### src/hdl/pcs_pkg.sv
// Shared constants and types of the bus target signalling block.
// Assumes a 32-bit multiplexed address/data bus clocked at 200 MHz.
package pcs_pkg;

  // ****************************************
  // Main sequencer states
  // ****************************************
  typedef enum logic [3:0] {
    PCS_IDLE  = 4'h1,
    PCS_DATA  = 4'h2,
    PCS_RETRY = 4'h4,
    PCS_TURN  = 4'h8
  } pcs_state_t;

  // ****************************************
  // Bus commands and field positions
  // ****************************************
  localparam logic [3:0] PCS_CMD_CFG_RD = 4'hA;
  localparam logic [3:0] PCS_CMD_CFG_WR = 4'hB;
  localparam int         PCS_CMD_WR_BIT = 0;
  localparam logic [1:0] PCS_CFG_TYPE0  = 2'h0;
  localparam int         PCS_AD_W       = 32;
  localparam int         PCS_BE_W       = 4;

  // ****************************************
  // Pin driver slots and reset values
  // ****************************************
  localparam int PCS_TRDY   = 0;
  localparam int PCS_STOP   = 1;
  localparam int PCS_DEVSEL = 2;
  localparam int PCS_PERR   = 3;
  localparam int PCS_SERR   = 4;
  localparam int PCS_INTA   = 5;
  localparam int PCS_INTB   = 6;
  localparam int PCS_NSTS   = 4;
  localparam int PCS_NSIG   = 7;
  localparam logic [31:0] PCS_AD_RST = 32'h0000_0000;
  localparam logic [3:0]  PCS_BE_RST = 4'h0;

endpackage

### src/hdl/pcs_sts_if.sv
// Carrier between the sequencer and one low-active pin driver.
// Assumes the driver registers what the sequencer asks for.
`timescale 1ns/1ps
interface pcs_sts_if;
  logic active;
  logic own;
  logic pin_n;
  logic pin_oe;
  modport ctl (output active, output own, input pin_n, input pin_oe);
  modport drv (input active, input own, output pin_n, output pin_oe);
endinterface

### src/hdl/pcs_sts_drv.sv
// Registered driver for one low-active shared pin.
// Assumes an external pull-up holds the pin high while it floats.
`timescale 1ns/1ps
module pcs_sts_drv
  import pcs_pkg::*;
#(
  parameter bit HOLD_HIGH = 1'b1
) (
  input  wire logic i_sys_clk,
  input  wire logic i_resetn,
  pcs_sts_if.drv    bus
);

  typedef struct packed {
    logic pin_n;
    logic pin_oe;
    logic hi;
  } pcs_drv_t;

  pcs_drv_t s;
  pcs_drv_t next_s;

  // ****************************************
  // Next pin state
  // ****************************************
  // Sustained pins drive high one clock after ownership ends, then float
  always_comb begin
    next_s.pin_n  = !bus.active;
    next_s.hi     = HOLD_HIGH && s.pin_oe && !s.hi && !bus.own && !bus.active;
    next_s.pin_oe = bus.active || bus.own || next_s.hi;
  end

  // Floats and releases the pin while reset is held
  always_ff @(posedge i_sys_clk or negedge i_resetn) begin
    if (!i_resetn) begin
      s <= '{pin_n: 1'b1, pin_oe: 1'b0, hi: 1'b0};
    end else begin
      s <= next_s;
    end
  end

  assign bus.pin_n  = s.pin_n;
  assign bus.pin_oe = s.pin_oe;
endmodule

### src/hdl/pcs_parity.sv
// Even parity generator and one-clock-late checker.
// Assumes the parity bit for a bus state arrives one clock after it.
`timescale 1ns/1ps
module pcs_parity
  import pcs_pkg::*;
#(
  parameter int W = PCS_AD_W + PCS_BE_W
) (
  input  wire logic         i_sys_clk,
  input  wire logic         i_resetn,
  input  wire logic [W-1:0] i_data,
  input  wire logic         i_check,
  input  wire logic         i_par,
  output wire logic         o_par,
  output wire logic         o_err
);

  typedef struct packed {
    logic par;
    logic chk;
  } pcs_par_t;

  pcs_par_t s;
  pcs_par_t next_s;

  // ****************************************
  // Parity of the previous bus state
  // ****************************************
  always_comb begin
    next_s.par = ^i_data;
    next_s.chk = i_check;
  end

  always_ff @(posedge i_sys_clk or negedge i_resetn) begin
    if (!i_resetn) begin
      s <= '{par: 1'b0, chk: 1'b0};
    end else begin
      s <= next_s;
    end
  end

  // Incoming parity compared with the locally computed bit
  assign o_par = s.par;
  assign o_err = s.chk && (i_par != s.par);

endmodule

### src/hdl/pcs_target.sv
// Target-side signalling of a 32-bit multiplexed bus slave.
// Assumes a single initiator-side clock; inputs are synchronous to it,
// and the back end decodes addresses and supplies data on the user ports.
//
// Notes on behaviour
// - A data phase completes on each edge where initiator and target ready are both low.
// - The target asks the master to stop, the meaning set by target ready and device select.
// - Lock is taken when the lock input is seen high in a claimed address phase.
// - While locked, accesses from any other master end in a retry.
// - A type-0 configuration cycle with chip select high is claimed on the next clock.
// - Other cycles are claimed only on a positive address decode.
// - Even parity over address/data and command lines is driven in read data phases.
// - Parity is checked in claimed address phases and in completed write data phases.
// - Parity drive starts and stops one clock after address/data drive.
// - Card-socket interrupts go out on request line A, gated by routing bit 0.
// - Disk interrupts go out on request line B, gated by routing bit 1.
// - Data parity errors are reported on the sustained parity error pin.
// - Address parity errors pull the system error pin low for exactly one clock.
// - A sustained pin is driven high for one clock before it floats.
// - All bus signals are sampled on the rising clock edge.
// - Reset floats every output, releases open-drain pins and clears all state.
`timescale 1ns/1ps
module pcs_target
  import pcs_pkg::*;
(
  input  wire logic        i_sys_clk,
  input  wire logic        i_resetn,
  input  wire logic [31:0] i_ad,
  output wire logic [31:0] o_ad,
  output wire logic        o_ad_oe,
  input  wire logic [3:0]  i_cbe_n,
  input  wire logic        i_frame_n,
  input  wire logic        i_irdy_n,
  input  wire logic        i_idsel,
  input  wire logic        i_bus_lock_input_n,
  input  wire logic        i_par,
  output wire logic        o_par,
  output wire logic        o_par_oe,
  output wire logic        o_trdy_n,
  output wire logic        o_trdy_oe,
  output wire logic        o_stop_n,
  output wire logic        o_stop_oe,
  output wire logic        o_devsel_n,
  output wire logic        o_devsel_oe,
  output wire logic        o_perr_n,
  output wire logic        o_perr_oe,
  output wire logic        o_serr_n,
  output wire logic        o_serr_oe,
  output wire logic        o_inta_n,
  output wire logic        o_inta_oe,
  output wire logic        o_intb_n,
  output wire logic        o_intb_oe,
  input  wire logic        i_dec_hit,
  input  wire logic        i_data_ready,
  input  wire logic [31:0] i_rd_data,
  output wire logic [31:0] o_addr,
  output wire logic [3:0]  o_cmd,
  output wire logic        o_cfg_sel,
  output wire logic        o_wr_strobe,
  output wire logic [31:0] o_wr_data,
  output wire logic [3:0]  o_wr_be,
  output wire logic        o_rd_ack,
  output wire logic        o_locked,
  input  wire logic        i_card_irq,
  input  wire logic        i_disk_irq,
  input  wire logic [1:0]  i_interrupt_request_routing_register
);

  // ****************************************
  // State record
  // ****************************************
  typedef struct packed {
    pcs_state_t  st;
    logic        frame_q;
    logic        rd;
    logic        locked;
    logic        chk_addr;
    logic        chk_wr;
    logic [31:0] ad;
    logic        ad_oe;
    logic        par_oe;
    logic [31:0] addr;
    logic [3:0]  cmd;
    logic        cfg;
    logic        wr_stb;
    logic        rd_ack;
    logic [31:0] wr_data;
    logic [3:0]  wr_be;
  } pcs_top_t;

  localparam pcs_top_t PCS_TOP_RST = '{
    st: PCS_IDLE, frame_q: 1'b1, ad: PCS_AD_RST, addr: PCS_AD_RST,
    wr_data: PCS_AD_RST, cmd: PCS_BE_RST, wr_be: PCS_BE_RST, default: 1'b0
  };

  pcs_top_t s;
  pcs_top_t next_s;

  pcs_sts_if sif [PCS_NSIG] ();

  logic addr_ph;
  logic is_cfg;
  logic claim;
  logic other;
  logic trdy_on;
  logic stop_on;
  logic devsel_on;
  logic done;
  logic last;
  logic hold;
  logic trdy_act;
  logic own;
  logic par_err;
  logic par_bus;

  // ****************************************
  // Bus decode
  // ****************************************
  // Address phase is the first low clock of the frame while idle
  assign addr_ph   = (s.st == PCS_IDLE) && s.frame_q && !i_frame_n;
  assign is_cfg    = ((i_cbe_n == PCS_CMD_CFG_RD) || (i_cbe_n == PCS_CMD_CFG_WR))
                     && i_idsel && (i_ad[1:0] == PCS_CFG_TYPE0);
  assign claim     = addr_ph && (is_cfg || i_dec_hit);
  assign other     = s.locked && !i_bus_lock_input_n;
  assign trdy_on   = sif[PCS_TRDY].pin_oe && !sif[PCS_TRDY].pin_n;
  assign stop_on   = sif[PCS_STOP].pin_oe && !sif[PCS_STOP].pin_n;
  assign devsel_on = sif[PCS_DEVSEL].pin_oe && !sif[PCS_DEVSEL].pin_n;
  assign done      = trdy_on && !i_irdy_n;
  assign last      = done && i_frame_n;
  assign hold      = trdy_on && !done;
  assign par_bus   = ^{i_ad, i_cbe_n};

  // ****************************************
  // Sequencer
  // ****************************************
  // Decides claim, data handshake, retry and release of the bus
  always_comb begin
    next_s          = s;
    trdy_act        = 1'b0;
    next_s.frame_q  = i_frame_n;
    next_s.par_oe   = s.ad_oe;
    next_s.wr_stb   = done && !s.rd;
    next_s.rd_ack   = done && s.rd;
    next_s.chk_addr = claim;
    next_s.chk_wr   = done && !s.rd;
    if (done && !s.rd) begin
      next_s.wr_data = i_ad;
      next_s.wr_be   = ~i_cbe_n;
    end
    // Lock is taken with the input high in a claimed address phase and dropped with the input and frame both high
    if (claim && i_bus_lock_input_n) begin
      next_s.locked = 1'b1;
    end else if (i_bus_lock_input_n && i_frame_n) begin
      next_s.locked = 1'b0;
    end
    case (s.st)
      PCS_IDLE: begin
        next_s.ad_oe = 1'b0;
        if (claim) begin
          next_s.st   = other ? PCS_RETRY : PCS_DATA;
          next_s.rd   = !i_cbe_n[PCS_CMD_WR_BIT];
          next_s.addr = i_ad;
          next_s.cmd  = i_cbe_n;
          next_s.cfg  = is_cfg;
        end
      end
      PCS_DATA: begin
        if (last) begin
          next_s.st = PCS_TURN;
        end
        // Read data waits one clock for the address turnaround
        next_s.ad_oe = s.rd && !last;
        if (!hold) begin
          next_s.ad = i_rd_data;
        end
        trdy_act = hold || (!last && i_data_ready && (!s.rd || s.ad_oe));
      end
      PCS_RETRY: begin
        if (i_frame_n) begin
          next_s.st = PCS_TURN;
        end
      end
      PCS_TURN: begin
        next_s.ad_oe = 1'b0;
        next_s.st    = PCS_IDLE;
      end
      default: begin
        next_s = PCS_TOP_RST;
      end
    endcase
  end

  // Registers all state on the rising edge of the bus clock
  always_ff @(posedge i_sys_clk or negedge i_resetn) begin
    if (!i_resetn) begin
      s <= PCS_TOP_RST;
    end else begin
      s <= next_s;
    end
  end

  // ****************************************
  // Pin drivers
  // ****************************************
  // Device select and stop follow ownership of the transaction
  assign own = (next_s.st == PCS_DATA) || (next_s.st == PCS_RETRY);
  assign sif[PCS_TRDY].active   = trdy_act;
  assign sif[PCS_TRDY].own      = own;
  assign sif[PCS_STOP].active   = next_s.st == PCS_RETRY;
  assign sif[PCS_STOP].own      = own;
  assign sif[PCS_DEVSEL].active = own;
  assign sif[PCS_DEVSEL].own    = own;
  assign sif[PCS_PERR].active   = par_err && s.chk_wr;
  assign sif[PCS_PERR].own      = 1'b0;
  assign sif[PCS_SERR].active   = par_err && s.chk_addr;
  assign sif[PCS_SERR].own      = 1'b0;
  assign sif[PCS_INTA].active   = i_card_irq && i_interrupt_request_routing_register[0];
  assign sif[PCS_INTA].own      = 1'b0;
  assign sif[PCS_INTB].active   = i_disk_irq && i_interrupt_request_routing_register[1];
  assign sif[PCS_INTB].own      = 1'b0;

  // Sustained pins hold high before floating, open-drain ones do not
  for (genvar g = 0; g < PCS_NSIG; g++) begin : g_drv
    pcs_sts_drv #(
      .HOLD_HIGH (g < PCS_NSTS)
    ) u_drv (
      .i_sys_clk (i_sys_clk),
      .i_resetn  (i_resetn),
      .bus       (sif[g])
    );
  end

  // Parity over the bus lines, checked one clock after the phase
  pcs_parity #(
    .W (PCS_AD_W + PCS_BE_W)
  ) u_par (
    .i_sys_clk (i_sys_clk),
    .i_resetn  (i_resetn),
    .i_data    ({i_ad, i_cbe_n}),
    .i_check   (claim || (done && !s.rd)),
    .i_par     (i_par),
    .o_par     (o_par),
    .o_err     (par_err)
  );

  // ****************************************
  // Outputs
  // ****************************************
  assign o_ad        = s.ad;
  assign o_ad_oe     = s.ad_oe;
  assign o_par_oe    = s.par_oe;
  assign o_trdy_n    = sif[PCS_TRDY].pin_n;
  assign o_trdy_oe   = sif[PCS_TRDY].pin_oe;
  assign o_stop_n    = sif[PCS_STOP].pin_n;
  assign o_stop_oe   = sif[PCS_STOP].pin_oe;
  assign o_devsel_n  = sif[PCS_DEVSEL].pin_n;
  assign o_devsel_oe = sif[PCS_DEVSEL].pin_oe;
  assign o_perr_n    = sif[PCS_PERR].pin_n;
  assign o_perr_oe   = sif[PCS_PERR].pin_oe;
  assign o_serr_n    = sif[PCS_SERR].pin_n;
  assign o_serr_oe   = sif[PCS_SERR].pin_oe;
  assign o_inta_n    = sif[PCS_INTA].pin_n;
  assign o_inta_oe   = sif[PCS_INTA].pin_oe;
  assign o_intb_n    = sif[PCS_INTB].pin_n;
  assign o_intb_oe   = sif[PCS_INTB].pin_oe;
  assign o_addr      = s.addr;
  assign o_cmd       = s.cmd;
  assign o_cfg_sel   = s.cfg;
  assign o_wr_strobe = s.wr_stb;
  assign o_wr_data   = s.wr_data;
  assign o_wr_be     = s.wr_be;
  assign o_rd_ack    = s.rd_ack;
  assign o_locked    = s.locked;
endmodule

### config.mk
export PLATFORM = sky130hd
export DESIGN_NAME = pcs_target
export DESIGN_NICKNAME = d
export VERILOG_FILES = /design/src/hdl/pcs_pkg.sv /design/src/hdl/pcs_sts_if.sv /design/src/hdl/pcs_sts_drv.sv /design/src/hdl/pcs_parity.sv /design/src/hdl/pcs_target.sv
export SDC_FILE = /design/constraint.sdc
export NUM_CORES = 1
export LEC_CHECK = 0
export ABC_AREA = 0
export BUFFER_PORTS_ARGS = -buffer_cell sky130_fd_sc_hd__buf_2
export CAP_MARGIN = 20
export CORE_MARGIN = 2
export CORE_UTILIZATION = 40
export DETAILED_ROUTE_END_ITERATION = 7
export PLACE_DENSITY = 0.73
export SLEW_MARGIN = 20
export SYNTH_ARGS = -nofsm -noshare
export SYNTH_HDL_FRONTEND = slang
export SYNTH_SLANG_ARGS = --single-unit
### constraint.sdc
create_clock -name i_sys_clk -period 2 [get_ports i_sys_clk]
set_input_delay 0 -clock i_sys_clk [delete_from_list [all_inputs] [get_ports i_sys_clk]]
set_output_delay 0 -clock i_sys_clk [all_outputs]
set_load 0.02 [all_outputs]
== After elaboration in Yosys (flattened, before gate mapping) ==
Cells that the tools add are included.

* Memories kept: 0
* Bits of input ports: 81
* Bits in read-only memories: 0
* Logic and storage cells: 143
* Flip-flop bits (word level): 138
* Bits in writable memories: 0
* Bits in latches: 0

* Equal/unequal tests: 13
* Magnitude comparators: 0
* Muxes and demuxes: 20
* Divide/modulo/power cells: 0
* Add/sub/neg operators: 0
* $mul: 0
* Bitwise gates (word level): 3
* Reduce and logical (&&, ||, !) cells: 71
* Shift operators: 0

{| class="wikitable"
|+ Operators by type and width
! operator !! number
|-
| $pmux 37 s2 || 1
|-
| $pmux 32 s2 || 1
|-
| $mux 38 || 1
|-
| $mux 37 || 1
|-
| $mux 36 || 1
|-
| $reduce_xor 36->1 || 1
|-
| $logic_and 1x1->1 || 33
|-
| $mux 32 || 1
|-
| $logic_not 1->1 || 19
|-
| $eq 4x4->1 const B || 3
|-
| $logic_or 1x1->1 || 12
|-
| $mux 4 || 3
|-
| $pmux 4 s3 || 1
|-
| $eq 4x2->1 const B || 2
|-
| $eq 4x3->1 const B || 2
|-
| $mux 1 || 6
|-
| $mux 3 || 2
|-
| $reduce_or 3->1 || 2
|-
| $eq 4x1->1 const B || 1
|-
| $ne 2x2->1 const B || 2
|-
| $not 4->4 || 1
|-
| $pmux 1 s2 || 2
|-
| $reduce_and 2->1 || 2
|-
| $reduce_or 4->1 || 1
|-
| other kinds (5) || 6
|}

== Depth between registers and ports, before layout ==
* Depth after elaboration: 14
* Depth in mapped cells: 9
* Gate-level depth less buffers: 7

== Hierarchy ==
Synthesis repeated with hierarchy kept, for this count alone.

* Cells, all modules: 576
* Area, all modules: 6332.3 um2

{| class="wikitable"
|+ By module, submodules not included
! module !! times used !! cells each !! area each (um2) !! seq. area each (um2)
|-
| pcs_target || 1 || 494 || 5326.4 || 2930.3
|-
| pcs_sts_drv at g_drv[0].u_drv ... || 4 || 8 || 111.4 || 76.3
|-
| pcs_parity || 1 || 38 || 376.6 || 50.0
|-
| pcs_sts_drv at g_drv[4].u_drv ... || 3 || 4 || 61.3 || 51.3
|}

== Least setup slack after synthesis ==
Ideal clock, no wire load.

* Path kind: flip-flop to flip-flop
* Start: reg s[117] (netlist bit)
* End: reg s, in the netlist o_cfg_sel
* Arrival: 1.626 ns
* Cell stages (with the launch flop): 9
* Data required time: 1.920 ns
* Path buffers: 4
* Path slack: 0.293 ns
* Cell sequence: dfrtp_1 buf_6 or4_4 buf_6 o2111ai_2 buf_6 buf_6 nand2_1 o21ai_1

* Longest elaborated chain between the ends: 6
* Elaborated cells on any way between the ends: 12
* Those cells by class: 5 x eq/ne; 1 x mux; 1 x bitwise; 5 x reduce/logical

{| class="wikitable"
|+ Ends and longest elaborated chain
! what !! RTL line !! source
|-
| start: declaration || pcs_target.sv:96 || <nowiki>pcs_top_t s;</nowiki>
|-
| start signal: assignment || pcs_target.sv:198 || <nowiki>s <= next_s;</nowiki>
|-
| $eq 4x1->1 || pcs_target.sv:120, pcs_target.sv:156 ||
|-
| $logic_and 1x1->1 (2 in series) || pcs_target.sv:120 || <nowiki>assign addr_ph = (s.st == PCS_IDLE) && s.frame_q && !i_frame_n;</nowiki>
|-
| $logic_and 1x1->1 || pcs_target.sv:123 || <nowiki>assign claim = addr_ph && (is_cfg || i_dec_hit);</nowiki>
|-
| $ne 2x2->1 (no line) || n/a ||
|-
| $reduce_and 2->1 (no line) || n/a ||
|}

Parallel ways exist; a longest one is shown, timed or not.
A chain may end at the register's enable or synchronous reset.

==> metrics <==
initial core utilization=0.407; Iteration-0 DRC Markers=149; drt total wl=16,200 um; DIE HEIGHT=131 um; Ports=206; Vias=4,860; DP HPWL=10,500 um; share of layout cells above drive strength 1=0.337; Cell Area, Placed=6960 sq um; Final ANT Viol Nets=0; leading cell types by count after synthesis=145 x nand2_1, 128 x dfrtp_1, 104 x buf_4; WP data required=2.30 ns; R2R Path Start=s[114]; critical path type=primary input to flop; cell accounting for the most synthesized area=dfrtp_1; synth unique cells=43; crit end category=flop; final core occ=0.529; total power=8030 uW; PD cells=963 nW/um^2; R2R cell count=5; setup TNS=0 ns; routed vias/inst=4.65; crit share post-route=0.929; slowest CP cell=dlygate4sd3_1; Root Buffer=clkbuf_16; Syn. warnings=0; CP Data Arrival Time=2.16 ns; H-tree depth=4; CTS tree=built; Syn Nets=720; post-route minimum period=1.86 ns; ANT cells=0; Max Slew Vio Count=0; cell area after synthesis=6420 sq um; Seq/Total Area, Yosys=0.536; port bufs=205; Leak Pwr=0.00418 uW; All-Layer GR Usage=0.190; initial antenna violation count=0; CTS Sinks=137; CP max FO=7; RSZ-0062 raised after global routing=no; flop-to-flop setup slack=0.18 ns; Max-Cap Viols=0; Worst slew margin=0.739; WL/cell=15.5 um; Synth Instances=635; GPL Wtd Cong=0.816; Final Instance Count excl. Fillers=1,045; crit-path cells=dlygate4sd3_1 -> buf_2 -> inv_1 -> ha_1 -> o2111ai_1 -> a21oi_2 -> a31oi_1 -> or3_1 -> nor3b_2; critical path startpoint=i_ad[1]; Synth top area share=0.499; Area Growth Syn to Fin=29.8%; number of synthesized flops with an enable pin=0; # setup viols final=0; Hold Path End=g_drv[4].u_drv.bus.pin_n; first-pass GRT wire length=24,900 um; min-delay src=i_par; dpl cells=936; Post-CTS Setup Inserts=0; Avg Synthesized Cell Area=10.1 sq um; Worst Tran Pin Value=0.391 ns; core area=15,800 sq um; Die X=131 um; Async SR Flop Fraction=1.00; nets=902; Rows=46; GRT overflow=0; pin count of the biggest net entering global routing=65; status=finished clean; Hold Crit Depth=4; TritonRoute pass-1 iters=4; slowest stage delay, CP=0.53 ns; reg2reg end=o_ad[16]; Fmax=538 MHz; Remaining DRCs=0; CP delay by family, top=buffers and inverters; Worst Path Buf+Inv=3; top cells by area, synth=dfrtp_1 50%, buf_4 12%, nand2_1 8.5%; Skew-Pair Late Insertion Delay=0.41 ns; Yosys reg bits=137; vias in the first global route=4,896; final instance area=8340 sq um; clock buffer depth=2; Post-synth top flop=dfrtp_1; Hold Crit Class=primary input to flop; Clock Pin Slew Worst Setup and Hold Paths=0.06 ns; count leader, synth=nand2_1; Critical Path Source Type=primary input; worst clock skew=0.00773 ns; Max VDD drop=0.562 mV; Hold Vio Cnt, Final=0; number of buffers created by CTS=17; die area=17,100 sq um
## worst reg2reg max path, stage by stage, from the launching register on
cell      delay (ns)
dfstp_2         0.60
nor2b_1         0.29
a21oi_1         0.11
o311ai_4        0.26
buf_12          0.28
o21ai_0         0.16
## layout by cell type (no fill, tap or decap), drive strengths merged, types with 2 or more instances in the layout
cell type	instances
clkinvlp	3
nand2b	3
dfstp	9
dlygate4sd3	78
o21ai	44
nor3b	4
nor2b	3
bufinv	2
a21oi	39
o2111ai	2
dfrtp	128
ha	4
inv	19
clkinv	5
buf	222
nand2	145
xor2	4
a22o	32
xnor2	28
clkbuf	20
or2	2
nand3	2
nor2	15
## report_power, final
part	switching, uW	internal (uW)	total [uW]
Combinational	975	722	1700
Sequential	165	3050	3220
Clock	1190	1930	3120
Total	2330	5700	8030
## stage by stage
step / hold slack, ns / worst slack [ns]
global route: 0.0701 / 0.0169
floorplan: -0.296 / 0.293
detailed placement: -0.0595 / 0.179
global placement: -0.0605 / 0.252
finish: 0.0594 / 0.142
CTS: 0.0300 / 0.0752
## cell families after synthesis
kind of cell	Yosys count	share of synthesized area
compound gates	126	0.127
xor+xnor	33	0.0472
fa+ha+maj	4	0.00779
buf+inv	155	0.163
flops	137	0.536
simple gates	180	0.120
## layer usage
metal | global-route usage | share of wire | vias to the layer above
li1 | - | - | 2339
met1 | 0.238 | 0.44 | 2322
met2 | 0.312 | 0.47 | 180
met3 | 0.0590 | 0.075 | 19
met4 | 0.0645 | 0.016 | 0
met5 | 0 | 0 | -
## registers in the layout (all words and copies together) (netlist names)
| name | flops |
|---|---|
| g_drv.u_drv.bus.pin_n | 7 |
| g_drv.u_drv.bus.pin_oe | 7 |
| g_drv.u_drv.s | 4 |
| o_ad | 32 |
| o_ad_oe | 1 |
| o_addr | 32 |
| o_cfg_sel | 1 |
| o_cmd | 4 |
| o_locked | 1 |
| o_par_oe | 1 |
| o_rd_ack | 1 |
| o_wr_be | 4 |
| o_wr_data | 32 |
| s | 8 |
| u_par.o_par | 1 |
| u_par.s | 1 |
## timing repair
action | CTS | global route
setup endpoints to repair | 0 | 5
hold endpoints to repair | 251 | 0
resized for setup | 0 | 2
hold buffers | 78 | 0
## layout make-up
class,instances,area [sq um]
Inverter,18,70.1
Timing Repair Buffer,300,2000
Clock buffer,20,467
Sequential cell,137,3440
Multi-Input combinational cell,343,1970
Clock inverter,11,120
Tap cell,216,270
Fill cell,1424,7430
## worst max-delay path by stage
stage / slack [ns] / end / depth (start not counted)
after floorplan: 0.29 / o_cfg_sel / 8
after global placement: 0.25 / o_ad[17] / 5
after detailed placement: 0.18 / u_par.o_par / 8
after CTS: 0.08 / g_drv[0].u_drv.s[0] / 9
after global routing: 0.02 / g_drv[0].u_drv.s[0] / 9
final: 0.14 / g_drv[0].u_drv.s[0] / 9
Power figures use the tool's default switching activity.
